## src/logic/ccp_pkg.sv

```systemverilog
// Package for the capture/compare/PWM channel: register map, field layout, modes.
// Assumes an APB master with 32-bit data and word-aligned registers.
package ccp_pkg;
    localparam logic [11:0] OFS_CONTROL  = 12'h000;
    localparam logic [11:0] OFS_PAIR     = 12'h004;
    localparam logic [11:0] OFS_SOURCE   = 12'h008;
    localparam logic [11:0] OFS_FLAG     = 12'h00c;
    localparam logic [11:0] OFS_PERIOD   = 12'h010;

    localparam int          CTL_MODE_LSB = 0;
    localparam int          CTL_FMT_BIT  = 4;
    localparam int          CTL_OUT_BIT  = 5;
    localparam int          CTL_EN_BIT   = 7;
    localparam logic [7:0]  CTL_RESET    = 8'h00;
    localparam logic [7:0]  PERIOD_RESET = 8'hff;
    localparam logic [3:0]  PRESC_FOUR   = 4'h3;
    localparam logic [3:0]  PRESC_SIXTEEN = 4'hf;
    localparam int          SOURCE_COUNT = 9;

    typedef enum logic [3:0] {
        MODE_OFF        = 4'b0000,
        MODE_CMP_TOGGLE_CLR = 4'b0001,
        MODE_CMP_TOGGLE = 4'b0010,
        MODE_CAP_ANY    = 4'b0011,
        MODE_CAP_FALL   = 4'b0100,
        MODE_CAP_RISE   = 4'b0101,
        MODE_CAP_RISE4  = 4'b0110,
        MODE_CAP_RISE16 = 4'b0111,
        MODE_CMP_SET    = 4'b1000,
        MODE_CMP_CLEAR  = 4'b1001,
        MODE_CMP_PULSE  = 4'b1010,
        MODE_CMP_PULSE2 = 4'b1011,
        MODE_PWM        = 4'b1100,
        MODE_PWM_ALT    = 4'b1101,
        MODE_PWM_ALT2   = 4'b1110,
        MODE_PWM_ALT3   = 4'b1111
    } channel_mode_t;

    typedef struct packed {
        logic [SOURCE_COUNT-1:0] sources;
        logic                    pinLevel;
    } capture_inputs_t;

    typedef struct packed {
        logic [15:0] captureCount;
        logic [15:0] compareCount;
        logic [7:0]  periodCount;
        logic [1:0]  periodFine;
        logic        periodTick;
    } timer_inputs_t;
endpackage : ccp_pkg

```

## src/logic/edge_sync.sv

```systemverilog
// Two-stage synchroniser with rise and fall pulses on the synchronised level.
// Assumes its input may change at any time relative to ref_clk.
`timescale 1ns/1ns
`default_nettype none
module edge_sync (
    input  wire logic ref_clk,
    input  wire logic sys_rst,
    input  wire logic asyncIn,
    output logic      rise,
    output logic      fall
);
    logic stage1_reg;
    logic stage2_reg;
    logic stage3_reg;
    logic stage1_next;
    logic stage2_next;
    logic stage3_next;

    always_comb
    begin
        stage1_next = asyncIn;
        stage2_next = stage1_reg;
        stage3_next = stage2_reg;
    end

    always_ff @(posedge ref_clk)
    begin
        if (sys_rst)
        begin
            stage1_reg <= 1'b0;
            stage2_reg <= 1'b0;
            stage3_reg <= 1'b0;
        end
        else
        begin
            stage1_reg <= stage1_next;
            stage2_reg <= stage2_next;
            stage3_reg <= stage3_next;
        end
    end

    // Edges are judged on the second and third stages only, never the first.
    assign rise = stage2_reg & ~stage3_reg;
    assign fall = ~stage2_reg & stage3_reg;
endmodule : edge_sync
`default_nettype wire

```

## src/logic/capture_compare_pwm_unit.sv

```systemverilog
// One capture/compare/PWM channel with an APB register slave.
// Assumes external timers supply counts and the period timer its tick and fine bits.
`timescale 1ns/1ns
`default_nettype none
module capture_compare_pwm_unit (
    input  wire logic                     ref_clk,
    input  wire logic                     sys_rst,
    input  wire logic                     psel,
    input  wire logic                     penable,
    input  wire logic                     pwrite,
    input  wire logic [11:0]              paddr,
    input  wire logic [31:0]              pwdata,
    output logic                          pready,
    output logic [31:0]                   prdata,
    output logic                          pslverr,
    input  wire ccp_pkg::capture_inputs_t capIn,
    input  wire ccp_pkg::timer_inputs_t   timers,
    input  wire logic                     triggerSelected,
    input  wire logic                     channel_event_enable,
    output logic                          channel_event_flag,
    output logic                          conversionTrigger,
    output logic                          timerResetRequest,
    output logic                          wakeRequest,
    output logic                          channelOut
);
    import ccp_pkg::*;

    logic [7:0]  ctl_reg;
    logic [7:0]  ctl_next;
    logic [15:0] pair_reg;
    logic [15:0] pair_next;
    logic [3:0]  srcSel_reg;
    logic [3:0]  srcSel_next;
    logic [7:0]  period_reg;
    logic [7:0]  period_next;
    logic        flag_reg;
    logic        flag_next;
    logic [3:0]  presc_reg;
    logic [3:0]  presc_next;
    logic        outLatch_reg;
    logic        outLatch_next;
    logic        matchSeen_reg;
    logic        matchSeen_next;
    logic        trig_reg;
    logic        trig_next;
    logic        tmrRst_reg;
    logic        tmrRst_next;
    logic [9:0]  dutyBuf_reg;
    logic [9:0]  dutyBuf_next;
    logic [31:0] rdata_reg;
    logic [31:0] rdata_next;

    channel_mode_t mode;
    logic          enabled;
    logic          isCapture;
    logic          isCompare;
    logic          isPwm;
    logic          srcLevel;
    logic          srcRise;
    logic          srcFall;
    logic          captureEvent;
    logic          match;
    logic          matchEdge;
    logic          access;
    logic          wrAccess;
    logic          mapped;
    logic [9:0]    dutyValue;
    logic [9:0]    timeBase;

    assign mode      = channel_mode_t'(ctl_reg[CTL_MODE_LSB +: 4]);
    assign enabled   = ctl_reg[CTL_EN_BIT];
    assign isCapture = enabled && (mode inside {MODE_CAP_ANY, MODE_CAP_FALL, MODE_CAP_RISE,
                                                MODE_CAP_RISE4, MODE_CAP_RISE16});
    assign isPwm     = enabled && (mode inside {MODE_PWM, MODE_PWM_ALT, MODE_PWM_ALT2,
                                                MODE_PWM_ALT3});
    assign isCompare = enabled && !isCapture && !isPwm && (mode != MODE_OFF);

    // Index 0 is the pin itself, read back from the pad so port writes still capture.
    always_comb
    begin
        srcLevel = 1'b0;
        if (srcSel_reg == 4'h0)
            srcLevel = capIn.pinLevel;
        else if (srcSel_reg < 4'(SOURCE_COUNT))
            srcLevel = capIn.sources[srcSel_reg];
    end

    edge_sync u_sync (
        .ref_clk (ref_clk),
        .sys_rst (sys_rst),
        .asyncIn (srcLevel),
        .rise    (srcRise),
        .fall    (srcFall)
    );

    always_comb
    begin
        captureEvent = 1'b0;
        presc_next   = presc_reg;
        if (!isCapture)
            presc_next = 4'h0;
        else
        begin
            case (mode)
                MODE_CAP_ANY:    captureEvent = srcRise | srcFall;
                MODE_CAP_FALL:   captureEvent = srcFall;
                MODE_CAP_RISE:   captureEvent = srcRise;
                MODE_CAP_RISE4:
                begin
                    // Switching prescales keeps the count, so a stale count may fire early.
                    if (srcRise)
                    begin
                        captureEvent = (presc_reg >= PRESC_FOUR);
                        presc_next   = captureEvent ? 4'h0 : presc_reg + 4'h1;
                    end
                end
                MODE_CAP_RISE16:
                begin
                    if (srcRise)
                    begin
                        captureEvent = (presc_reg == PRESC_SIXTEEN);
                        presc_next   = captureEvent ? 4'h0 : presc_reg + 4'h1;
                    end
                end
                default:         captureEvent = 1'b0;
            endcase
        end
    end

    assign match     = isCompare && (pair_reg == timers.compareCount);
    assign matchEdge = match && !matchSeen_reg;
    assign dutyValue = ctl_reg[CTL_FMT_BIT] ? pair_reg[15:6] : pair_reg[9:0];
    assign timeBase  = {timers.periodCount, timers.periodFine};

    assign access   = psel && penable;
    assign wrAccess = access && pwrite;
    assign mapped   = paddr inside {OFS_CONTROL, OFS_PAIR, OFS_SOURCE, OFS_FLAG, OFS_PERIOD};

    always_comb
    begin
        ctl_next       = ctl_reg;
        pair_next      = pair_reg;
        srcSel_next    = srcSel_reg;
        period_next    = period_reg;
        flag_next      = flag_reg;
        outLatch_next  = outLatch_reg;
        matchSeen_next = match;
        trig_next      = 1'b0;
        tmrRst_next    = 1'b0;
        dutyBuf_next   = dutyBuf_reg;
        rdata_next     = rdata_reg;

        if (wrAccess)
        begin
            case (paddr)
                OFS_CONTROL: ctl_next    = pwdata[7:0];
                OFS_PAIR:    pair_next   = pwdata[15:0];
                OFS_SOURCE:  srcSel_next = pwdata[3:0];
                OFS_FLAG:    flag_next   = flag_reg & ~pwdata[0];
                OFS_PERIOD:  period_next = pwdata[7:0];
                default:     ctl_next    = ctl_reg;
            endcase
        end
        if (access && !pwrite)
        begin
            case (paddr)
                OFS_CONTROL: rdata_next = {24'h0, ctl_reg[7:6], outLatch_reg, ctl_reg[4:0]};
                OFS_PAIR:    rdata_next = {16'h0, pair_reg};
                OFS_SOURCE:  rdata_next = {28'h0, srcSel_reg};
                OFS_FLAG:    rdata_next = {31'h0, flag_reg};
                OFS_PERIOD:  rdata_next = {24'h0, period_reg};
                default:     rdata_next = 32'h0;
            endcase
        end

        // A hardware set lands after the software clear so a coincident event is kept.
        if (captureEvent)
        begin
            pair_next = timers.captureCount;
            flag_next = 1'b1;
        end

        if (matchEdge)
        begin
            flag_next = 1'b1;
            trig_next = triggerSelected;
            case (mode)
                MODE_CMP_TOGGLE,
                MODE_CMP_TOGGLE_CLR: outLatch_next = ~outLatch_reg;
                MODE_CMP_SET:        outLatch_next = 1'b1;
                MODE_CMP_CLEAR:      outLatch_next = 1'b0;
                default:             outLatch_next = outLatch_reg;
            endcase
        end
        // Timer reset follows the trigger edge only if the match still holds.
        if (trig_reg && match && mode == MODE_CMP_TOGGLE_CLR)
            tmrRst_next = 1'b1;

        // The fine bits advance every cycle, so the duty match is checked on every cycle.
        if (isPwm)
        begin
            if (timers.periodTick && timers.periodCount == period_reg)
            begin
                dutyBuf_next  = dutyValue;
                outLatch_next = (dutyValue != 10'h000);
            end
            else if (timeBase == dutyBuf_reg)
                outLatch_next = 1'b0;
        end

        // Clearing control wins over any match or PWM change to the latch in the same cycle.
        if (wrAccess && paddr == OFS_CONTROL && pwdata[7:0] == CTL_RESET)
            outLatch_next = 1'b0;
    end

    always_ff @(posedge ref_clk)
    begin
        if (sys_rst)
        begin
            ctl_reg       <= CTL_RESET;
            pair_reg      <= 16'h0000;
            srcSel_reg    <= 4'h0;
            period_reg    <= PERIOD_RESET;
            flag_reg      <= 1'b0;
            presc_reg     <= 4'h0;
            outLatch_reg  <= 1'b0;
            matchSeen_reg <= 1'b0;
            trig_reg      <= 1'b0;
            tmrRst_reg    <= 1'b0;
            dutyBuf_reg   <= 10'h000;
            rdata_reg     <= 32'h0;
        end
        else
        begin
            ctl_reg       <= ctl_next;
            pair_reg      <= pair_next;
            srcSel_reg    <= srcSel_next;
            period_reg    <= period_next;
            flag_reg      <= flag_next;
            presc_reg     <= presc_next;
            outLatch_reg  <= outLatch_next;
            matchSeen_reg <= matchSeen_next;
            trig_reg      <= trig_next;
            tmrRst_reg    <= tmrRst_next;
            dutyBuf_reg   <= dutyBuf_next;
            rdata_reg     <= rdata_next;
        end
    end

    // Writes are zero-wait, answered in the access cycle; read data is registered one cycle later,
    // so reads insert one wait state to present registered data.
    logic rdWait_reg;
    logic rdWait_next;
    assign rdWait_next = access && !pwrite && !rdWait_reg;
    always_ff @(posedge ref_clk)
    begin
        if (sys_rst)
            rdWait_reg <= 1'b0;
        else
            rdWait_reg <= rdWait_next;
    end

    assign pready             = pwrite ? 1'b1 : rdWait_reg;
    assign prdata             = rdata_reg;
    assign pslverr            = access && pready && !mapped;
    assign channel_event_flag = flag_reg;
    assign conversionTrigger  = trig_reg;
    assign timerResetRequest  = tmrRst_reg;
    assign wakeRequest        = flag_reg && channel_event_enable;
    assign channelOut         = outLatch_reg;
endmodule : capture_compare_pwm_unit
`default_nettype wire

```

## config.mk

```make
export PLATFORM = sky130hd
export DESIGN_NAME = capture_compare_pwm_unit
export DESIGN_NICKNAME = d
export VERILOG_FILES = /design/src/logic/ccp_pkg.sv /design/src/logic/edge_sync.sv /design/src/logic/capture_compare_pwm_unit.sv
export SDC_FILE = /design/constraint.sdc
export NUM_CORES = 1
export LEC_CHECK = 0
export BUFFER_PORTS_ARGS = -buffer_cell sky130_fd_sc_hd__buf_2
export CAP_MARGIN = 20
export CORE_AREA = 4 4 100 102
export DETAILED_ROUTE_END_ITERATION = 7
export DIE_AREA = 0 0 104 106
export HOLD_SLACK_MARGIN = 0.05
export MAX_ROUTING_LAYER = met4
export PLACE_DENSITY = 0.76
export SLEW_MARGIN = 20
export SYNTH_ARGS = -nofsm -noshare
export SYNTH_HDL_FRONTEND = slang
export SYNTH_SLANG_ARGS = --single-unit
```

## constraint.sdc

```tcl
create_clock -name ref_clk -period 1.7 [get_ports ref_clk]
set_input_delay 0.085 -clock ref_clk [delete_from_list [all_inputs] [get_ports ref_clk]]
set_output_delay 0.085 -clock ref_clk [all_outputs]
set_load 0.02 [all_outputs]
```

# Yosys cells after proc, flatten, opt, wreduce, memory -nomap -nowiden
# Index checks and enable logic that the tools add are counted.
# totals
rom_bits	0
memories	0
latch_bits	0
input_bits	104
reg_bits	91
out_inout_bits	39
mem_bits_rw	0
# classes
n_div	0
n_reduce_logical	49
n_shift	0
n_mul	0
mux	29
n_lt_le_gt_ge	3
add_sub_neg	1
n_bitwise	10
n_eq_ne	23
# ops
op	count
16-bit one-hot mux with 5 select lines	1
16-bit 2-to-1 mux	3
4-bit equality test, second input constant	7
12-bit by 4-bit equality test with 1-bit output, second input constant	2
1-bit logical AND	19
16-bit equality test	1
4-bit by 3-bit equality test with 1-bit output, second input constant	4
1-bit 2-to-1 mux	16
4-bit 2-to-1 mux	4
12-bit by 3-bit equality test with 1-bit output, second input constant	1
12-bit by 5-bit equality test with 1-bit output, second input constant	1
12-bit zero test	1
2-bit AND reduction	6
10-bit equality test	1
10-bit 2-to-1 mux	1
10-bit nonzero test	1
5-bit nonzero test	2
4-bit by 2-bit equality test with 1-bit output, second input constant	2
8-bit equality test	1
8-bit zero test	1
4-bit one-hot mux with 2 select lines	1
4-bit nonzero test	2
2-bit OR reduction	4
1-bit zero test	6
16 further kinds	27

# Logic depth before layout (Yosys ltp)
# logic_depth
depth_word	13
mapped_depth	9

# By module
# Synthesis repeated with hierarchy kept, for this count alone.
# unflattened
hier_cells	467
hier_area_um2	4108.9
# by_module_without_submodules
mod	seq_area_each_um2	cells_per_inst	instances	area_per_inst_um2
capture_compare_pwm_unit	1421.4	459	1	4017.6
edge_sync	60.1	8	1	91.3

# Worst setup path after synthesis
# OpenSTA, ideal clock, no wires.
# synth_path
path_type	flip-flop to flip-flop
from	register pair_reg[15]
to	register outLatch_reg (netlist: channelOut)
stages_incl_launch_ff	7
setup_time_ns	0.091
arrival_time_ns	1.652
path_slack_ns	-0.043
path_buffers	0
path_cell_list	dfxtp_1 > xor2_1 > or4b_4 > nor4_4 > a41o_1 > a32oi_1 > a311oi_1
# synth_via
elab_chain_cells	7
# synth_lines
item	line	rtl
from (decl)	capture_compare_pwm_unit.sv:30	logic [15:0] pair_reg;
from (signal assigned)	capture_compare_pwm_unit.sv:236	pair_reg <= pair_next;
16-bit equality test	capture_compare_pwm_unit.sv:130	assign match = isCompare && (pair_reg == timers.compareCount);
1-bit logical AND	capture_compare_pwm_unit.sv:130	
1-bit logical AND	capture_compare_pwm_unit.sv:131	assign matchEdge = match && !matchSeen_reg;
1-bit 2-to-1 mux	capture_compare_pwm_unit.sv:183	if (matchEdge)
1-bit 2-to-1 mux	capture_compare_pwm_unit.sv:207	else if (timeBase == dutyBuf_reg)
1-bit 2-to-1 mux	capture_compare_pwm_unit.sv:202	if (timers.periodTick && timers.periodCount == period_reg)
1-bit 2-to-1 mux (*)	capture_compare_pwm_unit.sv:200	if (isPwm)
to (signal assigned)	capture_compare_pwm_unit.sv:241	outLatch_reg <= outLatch_next;
to (decl)	capture_compare_pwm_unit.sv:40	logic outLatch_reg;
# Every way passes the cells marked *; elsewhere a longest branch is shown, timed or not.
# A chain may end at the register's enable or synchronous reset.

# Worst setup path after layout
# layout_path
from	register pair_reg[13]
to	register outLatch_reg (netlist: channelOut)
# Same word-level chain as after synthesis.

==> impl_metrics.py <==
metrics = {
    "worst_setup_path": {
        "cp-endpoint": "channelOut$_SDFF_PP0_",
        "rr_worst_depth": 5,
        "worstSetupStartpointType": "flip-flop",
        "path_class": "flip-flop to flip-flop",
        "required_ps": 1910,
        "reg2reg_slack_ps": -250,
        "cp_max_fo": 4,
        "arrival_ps": 2160,
        "r2r_end": "channelOut$_SDFF_PP0_",
        "cp-startpoint": "pair_reg[13]$_SDFFE_PP0P_",
        "r2r-start": "pair_reg[13]$_SDFFE_PP0P_",
        "worstSetupEndpointType": "flip-flop",
    },
    "power": {
        "p_leak_nw": 2.49,
        "pwr_density_cell_nw_per_um2": 606,
        "p_seq_share_pct": 46.8,
        "vdd.ir_drop.worst_uv": 454,
        "pwr-share-comb_pct": 11.5,
        "p_int_mw": 2.76,
        "p_clk_share_pct": 41.8,
        "swShare_pct": 25.6,
        "p_sw_mw": 0.953,
    },
    "synthesis": {
        "synth_edf_count": 0,
        "yosysWarnings": 0,
        "yosysSeqAreaShare_pct": 35.9,
        "netlist.area_leader.share_pct": 35.9,
        "synth_cells": 482,
        "synth_top_area_cell": "dfxtp_1",
        "synth_common_cells": "dfxtp_1 (74), nor2_1 (66), nand2_1 (56)",
        "async_flop_share_pct": 0,
        "ys.flop_type": "dfxtp_1",
        "syn_area_um2": 4120,
        "yosysUniqueCellTypes": 58,
        "ys_top_cells_by_area": "dfxtp_1 (36%), nor2_1 (6.0%), mux2i_1 (5.6%), nand2_1 (5.1%), xnor2_1 (4.5%)",
        "syn_avg_cell_area_um2": 8.55,
        "ys_ff_latch": 74,
        "yosysMostFrequentCell": "dfxtp_1",
    },
    "sta": {
        "worstMarginPinSlew_ps": 549,
        "whs_ps": 66.0,
        "setup_viol": 20,
        "fin_tns_setup_ps": -2150,
        "hold_viol_final": 0,
        "finClkSkew_ps": 13.1,
        "period_needed_ps": 1950,
        "slew_headroom_pct": 63.1,
        "layout_setup_ws_ps": -246,
        "fin_crit_sh_pct": 114,
        "final-max-slew-violation-count": 0,
        "rsz0062_at_grt": "yes",
        "timing.fmax_mhz": 514,
    },
    "clocking": {
        "clock_path_buffers": 2,
        "cts_tree": "built",
        "clk_pin_slew_ps": 90,
        "cts_max_level": 3,
        "clock_sinks": 74,
        "cts_buffers": 9,
        "cts_root_buf": "clkbuf_8",
        "clk_latency_ps": 350,
    },
    "finish": {
        "fin_util_pct": 67.3,
        "layoutNonFillerInstCount": 796,
        "final_area_um2": 6130,
        "nNetsFinal": 787,
        "syn_to_final_growth_pct": 48.7,
        "drive_above_1_share_pct": 40.6,
        "antenna_cells": 0,
    },
    "grt": {
        "antenna_found_initial": 0,
        "grt_max_degree": 26,
        "grt_pass1_vias": 4545,
        "grt_pass1_wl_um": 22700,
        "grt_usage_pct": 26.3,
        "overflow": 0,
    },
    "placed_design": {
        "dpl-instance-area_um2": 5140,
        "gp_congestion": 0.921,
        "hpwl_um": 10200,
        "place_inst": 737,
        "port-buffer-count": 109,
    },
    "floorplan": {
        "ios": 143,
        "die_area_um2": 11000,
        "die_w_um": 104,
        "rows": 35,
        "fp.dieH_um": 106,
        "core_area_um2": 9110,
        "start_util_pct": 45.3,
    },
    "drt": {
        "drcViolationCount": 0,
        "drt.antenna.violating_nets": 0,
        "drtPass1Iterations": 7,
        "dr_total_vias": 4497,
        "vias_per_cell": 5.65,
        "drtIter0Drc": 307,
        "drt_wl_total_um": 14600,
        "post_drt_wl_per_cell_um": 18.3,
    },
    "worst_hold_path": {
        "min_path_type": "input pin to flip-flop",
    },
    "status": {
        "violations": "negative setup slack",
        "outcome": "finished with violations",
    },
    "flow_run": {
        "maxCapViolCount": 0,
    },
}
==> power groups by stage <==
stage | clock, mW | combinational [mW] | sequential (mW)
floorplan | 0 | 0.187 | 1.79
global placement | 0 | 0.340 | 1.78
detailed placement | 0 | 0.346 | 1.78
CTS | 1.55 | 0.411 | 1.74
global route | 1.64 | 0.455 | 1.74
finish | 1.55 | 0.426 | 1.74
==> through the flow <==
step                      power [mW]  setup WS [ps]
after CTS                       3.70           -186
after global routing            3.83           -287
after detailed placement        2.13           -208
after floorplan                 1.97          -42.1
final                           3.72           -246
after global placement          2.12           -208
==> metal layers <==
layer,up-vias,global-route usage [%],routed length (µm)
li1,2098,-,-
met4,0,13.5,684
met1,2123,30.7,5690
met3,63,4.80,1050
met5,-,-,0
met2,213,43.7,7170
==> area by class of cell <==
cell class | instances | area [µm²]
clock inverter | 7 | 101
tap | 111 | 139
multi-input combinational | 373 | 2660
fill | 680 | 2980
inverter | 8 | 30.0
clock buffer | 9 | 124
sequential | 74 | 1500
timing repair buffer | 214 | 1570
==> cells in the final DEF (no fill, tap or decap), drive strengths merged, types with 3 or more instances in the layout <==
cell type    synthesis  final
mux2i               23     23
nand2b               4      4
a211oi              14     14
nor4                13     13
and3                 5      5
a311oi              17     17
xnor2               21     21
nor2                68     68
o22ai                3      3
ha                   3      3
nand2               56     56
a21oi               16     16
a22o                 3      3
clkbuf              15      9
nor3                19     19
a22oi               10     10
nor3b                3      3
a221oi               3      3
a31oi                4      4
dlygate4sd3          0     29
nand4                5      5
o21ai                4      4
nor2b               11     11
inv                  8      9
conb                 1     16
a211o                8      8
dfxtp               74     74
xor2                15     15
nand3                7      7
buf                 27    185
==> kinds of logic after synthesis <==
group           Yosys count  share of synthesized area (%)
xor+xnor                 36                           7.65
compound gates           90                           16.4
mux                      24                           6.13
flops                    74                           35.9
other cells               1                         0.0910
fa+ha+maj                 3                          0.911
buf+inv                  50                           6.92
simple gates            204                           26.0
==> worst min-delay path by stage <==
stage / startpoint / slack, ps / endpoint / cells after the start
3_5_place_dp: triggerSelected / 310 / conversionTrigger$_SDFF_PP0_ / 3
5_1_grt: pwdata[1] / 50 / ctl_reg[1]$_SDFFE_PP0P_ / 3
2_1_floorplan: triggerSelected / 200 / conversionTrigger$_SDFF_PP0_ / 2
4_1_cts: timers[27] / 50 / pair_reg[0]$_SDFFE_PP0P_ / 3
3_3_place_gp: triggerSelected / 300 / conversionTrigger$_SDFF_PP0_ / 3
6_report: pwdata[1] / 70 / ctl_reg[1]$_SDFFE_PP0P_ / 3
==> repair_timing <==
item | CTS | global route
cloned | 3 | 0
setup endpoints to repair | 27 | 29
buffers inserted | 8 | 4
resized for setup | 61 | 24
pin swaps | 29 | 14
endpoints found under the hold margin | 23 | 1
hold buffers | 28 | 1
==> critical path, cell delays in order (launching register included) <==
cell and delay, ps:
dfxtp_2 360, or4b_2 670, nor4_1 280, o21ai_1 180, a32oi_1 240, a311oi_1 80
No activity file was read; power rests on OpenSTA's default activity.
